### src/hw/rtc_pkg.sv
package rtc_pkg;
	// ==========================================
	// clocking
	localparam int CLK_HZ = 20000000;
	localparam int OSC_HZ = 32768;
	localparam int ACC_W = 25;
	localparam int DIV_W = 15;
	localparam logic [DIV_W-1:0] TAP_4096 = 15'h0007;
	localparam logic [DIV_W-1:0] TAP_64 = 15'h01FF;
	localparam logic [DIV_W-1:0] TAP_1HZ = 15'h7FFF;

	// ==========================================
	// register map
	localparam logic [7:0] ADDR_CS_ONE = 8'h00;
	localparam logic [7:0] ADDR_CS_TWO = 8'h01;
	localparam logic [7:0] ADDR_VAL_SEC = 8'h02;

	localparam int CS1_EXT_TEST = 7;
	localparam int CS1_STOP = 5;
	localparam int CS1_RST_OVR = 3;
	localparam logic [7:0] CS1_MASK = 8'hA8;
	localparam logic [7:0] CS1_RST = 8'h00;

	localparam int CS2_PULSE = 4;
	localparam int CS2_AF = 3;
	localparam int CS2_TF = 2;
	localparam int CS2_AIE = 1;
	localparam int CS2_TIE = 0;
	localparam logic [7:0] CS2_MASK = 8'h1F;
	localparam logic [7:0] CS2_RST = 8'h00;

	localparam int SEC_VL = 7;
	localparam logic [7:0] SEC_RST = 8'h80;
	localparam logic [6:0] SEC_MAX = 7'h59;
	localparam logic [3:0] BCD_NINE = 4'h9;

	// ==========================================
	// interrupt pulse widths, as reciprocal seconds
	localparam int PW_SHORT_4096_HZ = 8192;
	localparam int PW_LONG_4096_HZ = 4096;
	localparam int PW_SHORT_64_HZ = 128;
	localparam int PW_LONG_64_HZ = 64;
	localparam int PW_SHORT_4096 = CLK_HZ / PW_SHORT_4096_HZ;
	localparam int PW_W = 19;
	localparam logic [7:0] COUNT_ONE = 8'h01;

	typedef enum logic [1:0] {
		SRC_4096,
		SRC_64,
		SRC_1HZ,
		SRC_SIXTIETH
	} rtc_tsrc_t;

	typedef struct packed {
		logic en;
		logic [7:0] addr;
		logic [7:0] data;
	} rtc_wr_t;
endpackage

### src/hw/rtc_prescaler.sv
`timescale 1ns/10ps
module rtc_prescaler (
	input wire logic i_clk, // system clock
	input wire logic i_rst, // sync reset
	input wire logic i_stop, // clear and hold chain
	input wire logic i_test_sel, // step chain from test clock
	input wire logic i_test_clk, // test step enable
	output logic o_tick_osc, // 32.768 kHz enable
	output logic o_tick_4096, // 4096 Hz enable
	output logic o_tick_64, // 64 Hz enable
	output logic o_tick_1hz // 1 Hz enable
);
	// ==========================================
	// fractional oscillator from system clock
	logic [rtc_pkg::ACC_W-1:0] acc_r;
	logic [rtc_pkg::ACC_W:0] acc_sum;
	wire osc_wrap = acc_sum >= (rtc_pkg::ACC_W+1)'(rtc_pkg::CLK_HZ);
	assign acc_sum = {1'b0, acc_r} + (rtc_pkg::ACC_W+1)'(rtc_pkg::OSC_HZ);

	// ==========================================
	// divider chain
	logic [rtc_pkg::DIV_W-1:0] chain_r;
	wire step = i_test_sel ? i_test_clk : osc_wrap;

	always_ff @(posedge i_clk) begin
		if (i_rst) begin
			acc_r <= '0;
			o_tick_osc <= 1'b0;
		end else begin
			acc_r <= osc_wrap ? rtc_pkg::ACC_W'(acc_sum - (rtc_pkg::ACC_W+1)'(rtc_pkg::CLK_HZ))
				: rtc_pkg::ACC_W'(acc_sum);
			o_tick_osc <= osc_wrap;
		end
	end

	always_ff @(posedge i_clk) begin
		if (i_rst || i_stop) begin
			chain_r <= '0;
			o_tick_4096 <= 1'b0;
			o_tick_64 <= 1'b0;
			o_tick_1hz <= 1'b0;
		end else begin
			chain_r <= step ? chain_r + 15'h0001 : chain_r;
			o_tick_4096 <= step && ((chain_r & rtc_pkg::TAP_4096) == rtc_pkg::TAP_4096);
			o_tick_64 <= step && ((chain_r & rtc_pkg::TAP_64) == rtc_pkg::TAP_64);
			o_tick_1hz <= step && (chain_r == rtc_pkg::TAP_1HZ);
		end
	end
endmodule // rtc_prescaler

### src/hw/rtc_ctrl_status.sv
// Overview of operation
// Stop bit clears the divider chain and halts timekeeping; oscillator tick stays.
// Control bit 3 allows reset override; zero keeps it off.
// Unused bits of both control registers read zero.
// Alarm event sets alarm flag; timer completion sets timer flag.
// Flags hold until software writes them.
// Writes AND flag bits with written data; zero clears, one keeps.
// Each enable gates its flag; interrupt is OR of both.
// Level mode: interrupt follows timer flag when timer enable set.
// Pulse mode: timer interrupt pulses; enabled alarm flag holds interrupt active.
// Pulse width chosen by timer source clock and count of one.
// Timer flag and interrupt go active in the same cycle.
// Loaded count of zero produces no timer events.
// Seconds bit 7 flags that time data may be invalid.
// Seconds bits 6 to 0 hold BCD 00 to 59.
// Alarm flag sets only when time newly increments into a match.
// Seconds advance on each 1 Hz tick, wrap 59 to 00, carry out.
`timescale 1ns/10ps
module rtc_ctrl_status #(
	parameter int PW_LONG_4096 = rtc_pkg::CLK_HZ / rtc_pkg::PW_LONG_4096_HZ,
	parameter int PW_SHORT_64 = rtc_pkg::CLK_HZ / rtc_pkg::PW_SHORT_64_HZ,
	parameter int PW_LONG_64 = rtc_pkg::CLK_HZ / rtc_pkg::PW_LONG_64_HZ
) (
	input wire logic I_CLK, // 20 MHz clock
	input wire logic I_SYS_RST, // sync reset, active high
	input wire rtc_pkg::rtc_wr_t I_REG_WR, // register write strobe, address, data
	input wire logic [7:0] I_REG_RD_ADDR, // register read address
	output logic [7:0] O_REG_RDATA, // read data, one cycle later
	input wire logic I_ALARM_MATCH, // alarm comparators all match
	input wire logic I_TIMER_DONE, // countdown reached end, pulse
	input wire rtc_pkg::rtc_tsrc_t I_TIMER_SRC, // timer source clock select
	input wire logic [7:0] I_TIMER_COUNT, // loaded countdown value
	input wire logic I_VOLTAGE_LOW, // supply too low, level
	input wire logic I_EXT_TEST_CLK, // external test clock step
	output logic O_RST_OVERRIDE_ALLOW, // reset override permitted
	output logic O_CLOCK_OUTPUT_PIN_TICK, // 32.768 kHz enable
	output logic O_TICK_4096, // 4096 Hz enable
	output logic O_TICK_64, // 64 Hz enable
	output logic O_TICK_1HZ, // 1 Hz enable
	output logic O_MIN_CARRY, // seconds wrapped, pulse
	input wire logic I_INT_PIN, // interrupt pin level
	output logic O_INT_OUT, // interrupt pin drive value
	output logic O_INT_OE_N, // interrupt pin enable, low drives
	output logic O_IRQ // interrupt asserted, active high
);
	// ==========================================
	// registers
	logic [7:0] cs_one_r;
	logic [7:0] cs_two_r;
	logic vl_r;
	logic [6:0] sec_r;
	logic match_d_r;
	logic [rtc_pkg::PW_W-1:0] pulse_cnt_r;
	logic [7:0] rdata_r;
	logic carry_r;

	wire wr_cs1 = I_REG_WR.en && (I_REG_WR.addr == rtc_pkg::ADDR_CS_ONE);
	wire wr_cs2 = I_REG_WR.en && (I_REG_WR.addr == rtc_pkg::ADDR_CS_TWO);
	wire wr_sec = I_REG_WR.en && (I_REG_WR.addr == rtc_pkg::ADDR_VAL_SEC);

	wire stop = cs_one_r[rtc_pkg::CS1_STOP];
	wire pulse_mode = cs_two_r[rtc_pkg::CS2_PULSE];
	wire af = cs_two_r[rtc_pkg::CS2_AF];
	wire tf = cs_two_r[rtc_pkg::CS2_TF];
	wire alarm_irq_enable = cs_two_r[rtc_pkg::CS2_AIE];
	wire timer_irq_enable = cs_two_r[rtc_pkg::CS2_TIE];

	// ==========================================
	// prescaler
	logic tick_1hz;
	rtc_prescaler u_prescaler (
		.i_clk(I_CLK),
		.i_rst(I_SYS_RST),
		.i_stop(stop),
		.i_test_sel(cs_one_r[rtc_pkg::CS1_EXT_TEST]),
		.i_test_clk(I_EXT_TEST_CLK),
		.o_tick_osc(O_CLOCK_OUTPUT_PIN_TICK),
		.o_tick_4096(O_TICK_4096),
		.o_tick_64(O_TICK_64),
		.o_tick_1hz(tick_1hz)
	);
	assign O_TICK_1HZ = tick_1hz;

	// ==========================================
	// flag events
	wire af_set = I_ALARM_MATCH && !match_d_r;
	wire tf_set = I_TIMER_DONE && (I_TIMER_COUNT != 8'h00);
	wire af_keep = !wr_cs2 || I_REG_WR.data[rtc_pkg::CS2_AF];
	wire tf_keep = !wr_cs2 || I_REG_WR.data[rtc_pkg::CS2_TF];

	logic [7:0] cs_two_nxt;
	always_comb begin
		cs_two_nxt = wr_cs2 ? (I_REG_WR.data & rtc_pkg::CS2_MASK) : cs_two_r;
		cs_two_nxt[rtc_pkg::CS2_AF] = af_set || (af && af_keep);
		cs_two_nxt[rtc_pkg::CS2_TF] = tf_set || (tf && tf_keep);
	end

	// ==========================================
	// pulse width select
	wire count_one = I_TIMER_COUNT == rtc_pkg::COUNT_ONE;
	logic [rtc_pkg::PW_W-1:0] width_sel;
	always_comb begin
		unique case (I_TIMER_SRC)
			rtc_pkg::SRC_4096: width_sel = count_one ? rtc_pkg::PW_W'(rtc_pkg::PW_SHORT_4096)
				: rtc_pkg::PW_W'(PW_LONG_4096);
			rtc_pkg::SRC_64: width_sel = count_one ? rtc_pkg::PW_W'(PW_SHORT_64) : rtc_pkg::PW_W'(PW_LONG_64);
			rtc_pkg::SRC_1HZ: width_sel = rtc_pkg::PW_W'(PW_LONG_64);
			rtc_pkg::SRC_SIXTIETH: width_sel = rtc_pkg::PW_W'(PW_LONG_64);
		endcase
	end
	wire pulse_active = pulse_cnt_r != '0;

	// ==========================================
	// interrupt
	wire timer_irq = timer_irq_enable && (pulse_mode ? pulse_active : tf);
	wire alarm_irq = alarm_irq_enable && af;
	assign O_IRQ = timer_irq || alarm_irq;
	assign O_INT_OUT = 1'b0;
	assign O_INT_OE_N = !O_IRQ;

	// ==========================================
	// seconds counter
	logic [6:0] sec_inc;
	wire sec_wrap = sec_r == rtc_pkg::SEC_MAX;
	always_comb begin
		if (sec_wrap) begin
			sec_inc = 7'h00;
		end else if (sec_r[3:0] == rtc_pkg::BCD_NINE) begin
			sec_inc = {sec_r[6:4] + 3'h1, 4'h0};
		end else begin
			sec_inc = {sec_r[6:4], sec_r[3:0] + 4'h1};
		end
	end
	wire [6:0] sec_nxt = wr_sec ? I_REG_WR.data[6:0] : (tick_1hz ? sec_inc : sec_r);
	wire vl_nxt = I_VOLTAGE_LOW || (wr_sec ? I_REG_WR.data[rtc_pkg::SEC_VL] : vl_r);

	logic [7:0] rd_mux;
	always_comb begin
		unique case (I_REG_RD_ADDR)
			rtc_pkg::ADDR_CS_ONE: rd_mux = cs_one_r & rtc_pkg::CS1_MASK;
			rtc_pkg::ADDR_CS_TWO: rd_mux = cs_two_r & rtc_pkg::CS2_MASK;
			rtc_pkg::ADDR_VAL_SEC: rd_mux = {vl_r, sec_r};
			default: rd_mux = 8'h00;
		endcase
	end

	always_ff @(posedge I_CLK) begin
		if (I_SYS_RST) begin
			cs_one_r <= rtc_pkg::CS1_RST;
			cs_two_r <= rtc_pkg::CS2_RST;
			{vl_r, sec_r} <= rtc_pkg::SEC_RST;
			match_d_r <= 1'b1;
			pulse_cnt_r <= '0;
			rdata_r <= 8'h00;
			carry_r <= 1'b0;
		end else begin
			if (wr_cs1) begin
				cs_one_r <= I_REG_WR.data & rtc_pkg::CS1_MASK;
			end
			cs_two_r <= cs_two_nxt;
			vl_r <= vl_nxt;
			sec_r <= sec_nxt;
			match_d_r <= I_ALARM_MATCH;
			pulse_cnt_r <= tf_set ? width_sel : (pulse_active ? pulse_cnt_r - 1'b1 : pulse_cnt_r);
			rdata_r <= rd_mux;
			carry_r <= tick_1hz && !wr_sec && sec_wrap;
		end
	end
	assign O_REG_RDATA = rdata_r;
	assign O_MIN_CARRY = carry_r;
	assign O_RST_OVERRIDE_ALLOW = cs_one_r[rtc_pkg::CS1_RST_OVR];
endmodule // rtc_ctrl_status

### config.mk
export PLATFORM = sky130hd
export DESIGN_NAME = rtc_ctrl_status
export DESIGN_NICKNAME = d
export VERILOG_FILES = /design/src/hw/rtc_pkg.sv /design/src/hw/rtc_prescaler.sv /design/src/hw/rtc_ctrl_status.sv
export SDC_FILE = /design/constraint.sdc
export NUM_CORES = 1
export LEC_CHECK = 0
export ABC_CLOCK_PERIOD_IN_PS = 4100
export BUFFER_PORTS_ARGS = -buffer_cell sky130_fd_sc_hd__buf_2
export CAP_MARGIN = 5
export CORE_MARGIN = 3
export CORE_UTILIZATION = 40
export CTS_BUF_LIST = sky130_fd_sc_hd__clkbuf_8
export CTS_CLUSTER_DIAMETER = 120
export DETAILED_ROUTE_END_ITERATION = 6
export SLEW_MARGIN = 20
export SYNTH_ARGS = -nofsm -noshare
export SYNTH_HDL_FRONTEND = slang
export SYNTH_SLANG_ARGS = --single-unit
export TNS_END_PERCENT = 20
### constraint.sdc
create_clock -name I_CLK -period 4.1 [get_ports I_CLK]
set_clock_uncertainty 0.05 [all_clocks]
set_input_delay 0.82 -clock I_CLK [delete_from_list [all_inputs] [get_ports I_CLK]]
set_output_delay 0.82 -clock I_CLK [all_outputs]
set_load 0.1 [all_outputs]
==> results.ini, run 1 <==
[cts]
clock_sinks = 81
clk_path_buf_depth = 2
cts_root_buf = clkbuf_8
insertion_delay_ns = 0.35
ctsHtreeMaxLevel = 3
cts.clk_slew.worst_paths_ns = 0.09
cts_buffers = 9
cts_tree = done
cts_setup_buffers = 0

[power_and_ir_drop]
p_leak_nw = 1.85
p_per_area_mw_per_mm2 = 333
ir_drop_uv = 207
total_power_mw = 1.58

[routing]
drt-initial-drc-count = 120
postRouteAntennaNets = 0
vias = 3615
postRouteWirelength_mm = 9.19
drt_first_pass_iters = 4
wl_per_cell_um = 13.2
drc = 0
vias_per_cell = 5.19

[critical_path]
cp.required_ns = 3.23
ff2ff_path_depth = 9
crit_slowest_cell = or4_1
path_cells = inv_1 > ha_1 > nor4b_2 > nand4_1 > or4_1 > nor3_2 > a21oi_1 > a22o_1 > clkinvlp_4 > clkbuf_4
cp_top_family = simple AND/OR/NAND/NOR gates
r2r_slack_ns = 0.88
critPathMaxStageDelay_ns = 0.49
worstSetupPathType = register to output port
rr_startpoint = u_prescaler.acc_r[15]
cp-start-kind = register
cp.arrival_ns = 2.90
crit_buf_inv = 3
crit_fanout = 4
endpoint_kind = output port
crit_cells = 10
r2r_end = u_prescaler.acc_r[19]

[timing]
whs_ns = 0.431
setup_viol = 0
min_period_over_period = 0.918
rsz0062_at_grt = false
setup_ws_ns = 0.334
timing.setup.tns_ns = 0
maxSlewViolCount = 0
max_slew_margin = 0.355
fmax_mhz = 266
period_needed_ns = 3.77
worstMarginPinSlew_ns = 0.958
hold_viol = 0

[die]
design.core.area_mm2 = 0.00995
die_area_mm2 = 0.0116
boundaryPins = 59
die_width_um = 108
start_util = 0.417
fp-row-count = 36
die_y_um = 108

[worst_hold_path]
hold_class = register to register
hold_start = sec_r[6]
whs_endpoint = O_REG_RDATA[6]
holdPathStages = 2

[logic_synthesis]
synthArstFlopShare = 0
synth_fp_nets = 560
yosys.area.top_type = dfxtp_1
synth_area_per_cell_um2 = 8.19
ys_ff_latch = 81
synth_top_area_frac = 0.390
yosys_warnings = 0
syn-cell-area_mm2 = 0.00415
ys_seq_area_frac = 0.390
syn_inst = 507
yosys-top-cells-area = dfxtp_1 39%, nor2_1 7.4%, xnor2_1 5.5%
synth_ff_type = dfxtp_1
synth_edf_count = 0
synth_cell_types = 55

[layout]
final_nets = 611
drive_gt1_frac = 0.158
seqCellArea_mm2 = 0.00162
design_area_mm2 = 0.00475
final_common_cell = nor2_1
diodes = 0
multi_input_area_mm2 = 0.00239
final_util = 0.477
fillers = 989
area_growth_pct = 14.4
final_cells = 696
mostFrequentLayoutCells = 82 x nor2_1, 81 x dfxtp_1, 55 x buf_2

[grt]
overflow = 0
antenna_found_initial = 0
grt_pass1_vias = 3458
grt_pass1_wl_mm = 15.4
grtUsageTotal = 0.162
grt_max_degree = 29

[placed_design]
dp_cells = 680
placed_area_mm2 = 0.00455
post-place-ws_ns = 0.411
place_congestion = 0.826
hpwl_mm = 6.56
io_buffer_count = 56

[flow_run]
maxCapViolations = 0

[run_status]
status = complete, no violations

-- how the worst max path moves through the flow --
stage / startpoint / endpoint / slack [ns]
finish: pulse_cnt_r[0] / O_INT_OE_N / 0.33
global route: pulse_cnt_r[0] / O_INT_OE_N / 0.09
CTS: pulse_cnt_r[0] / O_INT_OE_N / 0.02
detailed placement: pulse_cnt_r[0] / O_INT_OE_N / 0.41
global placement: pulse_cnt_r[0] / O_INT_OE_N / 0.52
floorplan: pulse_cnt_r[0] / O_INT_OE_N / 0.16
-- registers in the layout (all words and copies together) (netlist names) --
signal / flops
pulse_cnt_r: 19
u_prescaler.acc_r: 17
u_prescaler.chain_r: 15
O_REG_RDATA: 8
sec_r: 7
cs_two_r: 5
cs_one_r: 3
O_MIN_CARRY: 1
match_d_r: 1
u_prescaler.o_tick_1hz: 1
u_prescaler.o_tick_4096: 1
u_prescaler.o_tick_64: 1
u_prescaler.o_tick_osc: 1
vl_r: 1
-- worst reg2reg max path: stages, from the launching register on --
cell and delay, ns:
dfxtp_1 0.55, ha_1 0.40, nand2_1 0.12, o21ai_0 0.18, a21oi_1 0.15, o41ai_2 0.46
a21oi_2 0.29, or4_1 0.56, a311oi_1 0.30, a41o_1 0.12
-- logic make-up (layout without fill, tap and decap cells) --
logic type / after synthesis / after routing / synth area share
and+or+nand+nor: 231 / 231 / 0.274
AOI/OAI and AO/OA: 94 / 94 / 0.150
DFF: 81 / 81 / 0.390
xor gates and xnor gates: 43 / 43 / 0.0907
buffers and inverters: 35 / 91 / 0.0343
adders and majority gates: 11 / 11 / 0.0331
muxes: 11 / 11 / 0.0265
other: 1 / 1 / 0.000903
-- cells in the mapped netlist (10+ instances only) --
master    count
and3_1       10
clkbuf_1     15
nor4_1       12
xor2_1       17
nand2_1      40
mux2i_1      11
inv_1        15
dfxtp_1      81
a21oi_1      33
a211oi_1     12
ha_1         11
nand3_1      12
nor3_1       29
xnor2_1      26
nor2_1       82
o21ai_0      20
-- power breakdown --
| group | internal, mW | leakage (nW) | switching (mW) | total, mW |
|---|---|---|---|---|
| clock | 0.280 | 0.0931 | 0.300 | 0.580 |
| sequential | 0.806 | 0.657 | 0.0252 | 0.831 |
| combinational | 0.0725 | 1.10 | 0.0995 | 0.172 |
| total | 1.16 | 1.85 | 0.425 | 1.58 |
-- final cells by class --
cell class | instances | area share
Clock inverter | 7 | 0.0148
Clock buffer | 9 | 0.0261
Inverter | 15 | 0.0126
Tap cell | 133 | 0.0350
Multi-Input combinational cell | 391 | 0.504
Sequential cell | 81 | 0.341
Timing Repair Buffer | 60 | 0.0659
-- what timing repair did --
| action | CTS | global route |
|---|---|---|
| hold buffers | 0 | 0 |
| setup endpoints to repair | 0 | 2 |
| gates resized for setup | 0 | 2 |
-- routing by layer --
metal  global-route usage  share of wire
met3               0.0438          0.034
met4               0.0415         0.0082
met1                0.204           0.49
met2                0.274           0.47
met5                    0              0
Power figures use the tool's default switching activity.
==> inputs of run 2 (changes only) <==
--- a/config.mk
+++ b/config.mk
@@ -5,14 +5,15 @@
 export SDC_FILE = /design/constraint.sdc
 export NUM_CORES = 1
 export LEC_CHECK = 0
-export ABC_CLOCK_PERIOD_IN_PS = 4100
+export ABC_CLOCK_PERIOD_IN_PS = 3260
 export BUFFER_PORTS_ARGS = -buffer_cell sky130_fd_sc_hd__buf_2
 export CAP_MARGIN = 5
 export CORE_MARGIN = 3
-export CORE_UTILIZATION = 40
+export CORE_UTILIZATION = 54
 export CTS_BUF_LIST = sky130_fd_sc_hd__clkbuf_8
 export CTS_CLUSTER_DIAMETER = 120
 export DETAILED_ROUTE_END_ITERATION = 6
+export PLACE_DENSITY = 0.79
 export SLEW_MARGIN = 20
 export SYNTH_ARGS = -nofsm -noshare
 export SYNTH_HDL_FRONTEND = slang
==> constraint.sdc (replaced) <==
create_clock -name I_CLK -period 3.26 [get_ports I_CLK]
set_clock_uncertainty 0.05 [all_clocks]
set_input_delay 0.652 -clock I_CLK [delete_from_list [all_inputs] [get_ports I_CLK]]
set_output_delay 0.652 -clock I_CLK [all_outputs]
set_load 0.1 [all_outputs]
==> run 2 against run 1 <==
  * Sequential share of layout area is 1.8 points lower
  * Clock power rose by 41%
  * Sequential power grew 26%
  * Worst setup slack worse by 0.25 ns
  * Routed wire length up 2.1%
  * Hold slack lost 0.0048 ns
  * Sequential cell count stayed put
  * Critical path type unchanged
  * Largest cell class unchanged
==> results.ini, run 2 (synthesis gave the netlist of run 1 again) <==
[critical_path]
crit_fanout = 2  ; -2
crit_buf_inv = 3  ; unchanged
worstSetupPathType = register to output port
critPathMaxStageDelay_ns = 0.47  ; -0.02 ns
cp.required_ns = 2.56  ; -0.67 ns
cp.arrival_ns = 2.48  ; -0.42 ns
path_cells = inv_2 > ha_4 > nor4b_4 > nand4_1 > or4_4 > nor3_4 > a21oi_2 > a22o_4 > clkinvlp_4 > buf_12
cp-start-kind = register
crit_slowest_cell = or4_4
endpoint_kind = output port
cp_top_family = simple AND/OR/NAND/NOR gates

[timing]
setup_viol = 0  ; unchanged
rsz0062_at_grt = true
min_period_over_period = 0.975
fmax_mhz = 315
maxSlewViolCount = 0  ; unchanged
hold_viol = 0  ; unchanged
period_needed_ns = 3.18
max_slew_margin = 0.592  ; +0.237
worstMarginPinSlew_ns = 0.607  ; -0.351 ns

[die]
die_width_um = 93.7  ; -13%
die_y_um = 93.7  ; -13%
fp-row-count = 31  ; -14%
design.core.area_mm2 = 0.00737  ; -26%
boundaryPins = 59  ; unchanged
die_area_mm2 = 0.00878  ; -25%
start_util = 0.563  ; +0.146

[grt]
antenna_found_initial = 0  ; unchanged
grt_pass1_wl_mm = 15.8  ; +2.8%
grt_busiest_layer = met2
overflow = 0  ; unchanged
grt_max_degree = 28  ; -3.4%
grtUsageTotal = 0.219  ; +0.0573
met1_usage = 0.282  ; +0.0781
grt_pass1_vias = 3536  ; +2.3%
grtUsageMet3 = 0.0433  ; -0.000522
use_met2 = 0.373  ; +0.0990

[placed_design]
hpwl_mm = 6.52  ; -0.62%
io_buffer_count = 56  ; unchanged
place_congestion = 0.871  ; +5.4%
placed_area_mm2 = 0.00459  ; +1.0%

[routing]
postRouteAntennaNets = 0  ; unchanged
drc = 0  ; unchanged
drt-initial-drc-count = 137  ; +14%
vias_per_cell = 5.57  ; +7.3%
vias = 3829  ; +5.9%
postRouteWirelength_mm = 9.39  ; +2.1%
drt_first_pass_iters = 4  ; unchanged
wl_per_cell_um = 13.7  ; +3.5%

[power_and_ir_drop]
power.share.sequential = 0.489  ; -0.036
p_leak_nw = 2.01  ; +8.2%
combPwrFrac = 0.130  ; +0.021
netSwitchingPower_uw = 563  ; +33%
p_sw_frac = 0.263  ; -0.00562
p_int_mw = 1.58  ; +36%
ir_drop_uv = 282  ; +36%
clockPowerShare = 0.382  ; +0.016
p_per_area_mw_per_mm2 = 427  ; +28%

[cts]
cts_root_buf = clkbuf_8
holdBufCountCts = 0  ; unchanged
insertion_delay_ns = 0.36  ; about the same
clock_sinks = 81  ; unchanged
ctsHtreeMaxLevel = 3  ; unchanged
clk_path_buf_depth = 2  ; unchanged
cts_buffers = 9  ; unchanged
cts_tree = done
cts.clk_slew.worst_paths_ns = 0.09  ; about the same

[layout]
regMostFlops = pulse_cnt_r
mostFrequentLayoutCells = 82 x nor2_1, 79 x dfxtp_1, 54 x buf_2
final_util = 0.681  ; +0.204
diodes = 0  ; unchanged
final_nets = 636  ; +4.1%
final_common_cell = nor2_1
drive_gt1_frac = 0.216  ; +0.0579
area_growth_pct = 20.9
reg_top3 = pulse_cnt_r x19, u_prescaler.acc_r x17, u_prescaler.chain_r x15
largest_register_ffs = 19  ; unchanged
design_area_mm2 = 0.00502  ; +5.7%
fillers = 599  ; -39%

[worst_hold_path]
hold_class = input pin to register

[flow_run]
maxCapViolations = 0  ; unchanged

[run_status]
status = complete, no violations

run 2: path summary, 6_finish.rpt:
check	slack (ns)	start	cells past startpoint	end
worst max register to register	0.20	pulse_cnt_r[1]	19	pulse_cnt_r[16]
worst max-delay path	0.08	pulse_cnt_r[1]	10	O_INT_OE_N
worst min-delay path	0.43	I_VOLTAGE_LOW	3	vl_r
worst min register to register	0.44	sec_r[6]	2	O_REG_RDATA[6]
run 2: metrics by stage:
step | hold slack (ns) | total power, mW | std cells | TNS [ns] | setup WS (ns)
6_report | 0.426 | 2.14 | 687 | 0 | 0.0804
5_1_grt | 0.435 | 2.24 | 687 | -0.0191 | -0.0191
4_1_cts | 0.416 | 2.14 | 685 | 0 | 0.00665
3_5_place_dp | 0.430 | 1.29 | 651 | 0 | 0.207
3_3_place_gp | 0.410 | 1.29 | 651 | 0 | 0.228
2_1_floorplan | 0.384 | 1.22 | 507 | 0 | 0.00428
run 2: tightest hold or removal path, delay by kind of cell:
kind	cells	cell delay, ns
simple gates	2	0.08
buf+inv	1	0.07
run 2: what timing repair did:
| item | 4_1_cts | 5_1_grt |
|---|---|---|
| endpoints found under the setup margin | 2 | 4 |
| pin swaps | 5 | 5 |
| buffers inserted | 18 | 4 |
| resized for setup | 6 | 7 |
run 2: power by group through the flow:
stage | clock [mW] | sequential [mW] | combinational, mW
finish | 0.819 | 1.05 | 0.278
CTS | 0.833 | 1.04 | 0.259
detailed placement | 0 | 1.07 | 0.226
global placement | 0 | 1.06 | 0.221
floorplan | 0 | 1.06 | 0.162
global route | 0.878 | 1.05 | 0.309
run 2: layout make-up:
| cell class | count | area, um2 | share of cell area |
|---|---|---|---|
| multi-input combinational | 391 | 2470 | 0.492 |
| sequential | 81 | 1620 | 0.323 |
| timing repair buffer | 85 | 515 | 0.103 |
| clock buffer | 9 | 124 | 0.0247 |
| tap | 99 | 124 | 0.0247 |
| clock inverter | 7 | 101 | 0.0202 |
| inverter | 15 | 60.1 | 0.0120 |
run 2: per-layer routing:
metal | wire, um | part of all wire
met1 | 4180 | 0.45
met4 | 78 | 0.0083
met3 | 495 | 0.053
met2 | 4630 | 0.49
met5 | 0 | 0
==> inputs of run 3 (changes only) <==
--- a/config.mk
+++ b/config.mk
@@ -5,12 +5,13 @@
 export SDC_FILE = /design/constraint.sdc
 export NUM_CORES = 1
 export LEC_CHECK = 0
-export ABC_CLOCK_PERIOD_IN_PS = 3260
+export ABC_AREA = 0
+export ABC_CLOCK_PERIOD_IN_PS = 3400
 export BUFFER_PORTS_ARGS = -buffer_cell sky130_fd_sc_hd__buf_2
 export CAP_MARGIN = 5
 export CORE_MARGIN = 3
-export CORE_UTILIZATION = 54
-export CTS_BUF_LIST = sky130_fd_sc_hd__clkbuf_8
+export CORE_UTILIZATION = 57
+export CTS_BUF_LIST = sky130_fd_sc_hd__clkbuf_8 sky130_fd_sc_hd__clkbuf_16
 export CTS_CLUSTER_DIAMETER = 120
 export DETAILED_ROUTE_END_ITERATION = 6
 export PLACE_DENSITY = 0.79
==> constraint.sdc (replaced) <==
create_clock -name I_CLK -period 3.4 [get_ports I_CLK]
set_clock_uncertainty 0.05 [all_clocks]
set_input_delay 0.68 -clock I_CLK [delete_from_list [all_inputs] [get_ports I_CLK]]
set_output_delay 0.68 -clock I_CLK [all_outputs]
set_load 0.1 [all_outputs]
==> run 3 against run 2 <==
  * Clock power decreased by 12%
  * Total power is 9.1% lower
  * Hold slack better by 0.0046 ns
  * Critical endpoint unchanged
  * Core utilization increased by 0.98 points
  * Worst setup slack better by 0.091 ns
==> results.ini, run 3 (synthesis gave the netlist of run 1 again) <==
[placed_design]
post-place-ws_ns = 0.225  ; +0.0181 ns
placed_area_mm2 = 0.00455  ; -0.87%
hpwl_mm = 6.44  ; -1.3%
place_congestion = 0.882  ; +1.2%
io_buffer_count = 56  ; unchanged

[timing]
setup_viol = 0  ; unchanged
max_slew_margin = 0.349  ; -0.243
setup_ws_ns = 0.171  ; +0.0911 ns
min_period_over_period = 0.950
whs_ns = 0.431  ; +0.00461 ns
period_needed_ns = 3.23
hold_viol = 0  ; unchanged
worstMarginPinSlew_ns = 0.967  ; +0.361 ns
fmax_mhz = 310
maxSlewViolCount = 0  ; unchanged

[die]
die_y_um = 91.4  ; -2.5%
start_util = 0.598  ; +0.0345
die_area_mm2 = 0.00835  ; -4.9%
design.core.area_mm2 = 0.00694  ; -5.8%
die_width_um = 91.4  ; -2.5%
boundaryPins = 59  ; unchanged
fp-row-count = 30  ; -3.2%

[critical_path]
worstSetupPathType = register to output port
r2r_end = u_prescaler.acc_r[19]
critPathLaunch = pulse_cnt_r[0]
cp-start-kind = register
r2r_slack_ns = 0.28  ; +0.08 ns
ff2ff_path_depth = 9  ; -10
endpoint_kind = output port
crit_fanout = 4  ; +2
cp.arrival_ns = 2.50  ; +0.02 ns
rr_startpoint = u_prescaler.acc_r[15]
cp.required_ns = 2.67  ; +0.11 ns

[routing]
drc = 0  ; unchanged
postRouteAntennaNets = 0  ; unchanged
vias = 3701  ; -3.3%
postRouteWirelength_mm = 8.95  ; -4.6%
drt_first_pass_iters = 4  ; unchanged
wl_per_cell_um = 13.5  ; -1.0%
drt-initial-drc-count = 89  ; -35%
vias_per_cell = 5.59  ; +0.31%

[cts]
insertion_delay_ns = 0.36  ; about the same
holdBufCountCts = 0  ; unchanged
cts.clk_slew.worst_paths_ns = 0.10  ; about the same
clk_path_buf_depth = 2  ; unchanged
cts_buffers = 9  ; unchanged
cts_setup_buffers = 0  ; -18
clock_sinks = 81  ; unchanged
ctsHtreeMaxLevel = 3  ; unchanged
cts_root_buf = clkbuf_8
cts_tree = done

[layout]
area_growth_pct = 15.6
design_area_mm2 = 0.00480  ; -4.4%
diodes = 0  ; unchanged
mostFrequentLayoutCells = 82 x nor2_1, 81 x dfxtp_1, 54 x buf_2
regMostFlops = pulse_cnt_r
final_common_cell = nor2_1
drive_gt1_frac = 0.177  ; -0.0393
final_nets = 614  ; -3.5%
reg_top3 = pulse_cnt_r x19, u_prescaler.acc_r x17, u_prescaler.chain_r x15
largest_register_ffs = 19  ; unchanged

[power_and_ir_drop]
p_leak_nw = 1.89  ; -5.7%
ir_drop_uv = 195  ; -31%
p_per_area_mw_per_mm2 = 406  ; -5.0%

[grt]
grt_pass1_vias = 3410  ; -3.6%
overflow = 0  ; unchanged
grt_max_degree = 31  ; +11%
antenna_found_initial = 0  ; unchanged
grt_pass1_wl_mm = 15.3  ; -3.2%
grtUsageTotal = 0.220  ; +0.000698

[flow_run]
maxCapViolations = 0  ; unchanged

[worst_hold_path]
holdPathStages = 2  ; -1
hold_start = sec_r[6]
hold_class = register to register
whs_endpoint = O_REG_RDATA[6]

[run_status]
status = complete, no violations

[run 3: layout make-up]
cell class                      instances  area (um2)
Clock inverter                          7        78.8
Multi-Input combinational cell        391        2440
Tap cell                               96         120
Timing Repair Buffer                   63         350
Inverter                               15        60.1
Clock buffer                            9         124
Fill cell                             561        2140
Sequential cell                        81        1620
[run 3: worst max path at each step]
stage	end	slack [ns]	cells after the start
after detailed placement	O_IRQ	0.22	9
after global placement	O_IRQ	0.22	9
after global routing	O_INT_OE_N	-0.0004	10
final	O_INT_OE_N	0.17	10
after floorplan	O_INT_OE_N	0.02	9
after CTS	O_INT_OE_N	0.002	10
[run 3: what timing repair did]
item / CTS / global route
pin swaps: 0 / 1
resized for setup: 2 / 8
endpoints found under the setup margin: 2 / 2
gates cloned: 0 / 0
[run 3: stage by stage]
step / cells / total power, mW / utilization / TNS [ns]
floorplan: 507 / 1.17 / - / 0
global placement: 646 / 1.23 / 0.656 / 0
detailed placement: 646 / 1.23 / 0.656 / 0
CTS: 662 / 1.94 / 0.686 / 0
global route: 662 / 2.03 / 0.691 / -0.000420
finish: 662 / 1.95 / 0.691 / 0
[run 3: routing by layer]
layer	share of wire	vias to the layer above	track usage
li1	-	1891	-
met1	0.46	1725	0.276
met2	0.49	80	0.383
met3	0.042	5	0.0373
met4	0.0073	0	0.0716
met5	0	-	0
[run 3: where the power goes]
group          switching [mW]  internal (mW)
Sequential             0.0308          0.972
Clock                   0.375          0.347
Combinational           0.127         0.0965
[run 3: critical path: stages (launching register included)]
cell and delay, ns:
dfxtp_1 0.35, inv_2 0.09, ha_4 0.15, nor4b_4 0.21
nand4_1 0.17, or4_4 0.47, nor3_4 0.16, a21oi_2 0.08
a22o_4 0.23, clkinvlp_4 0.08, buf_12 0.16
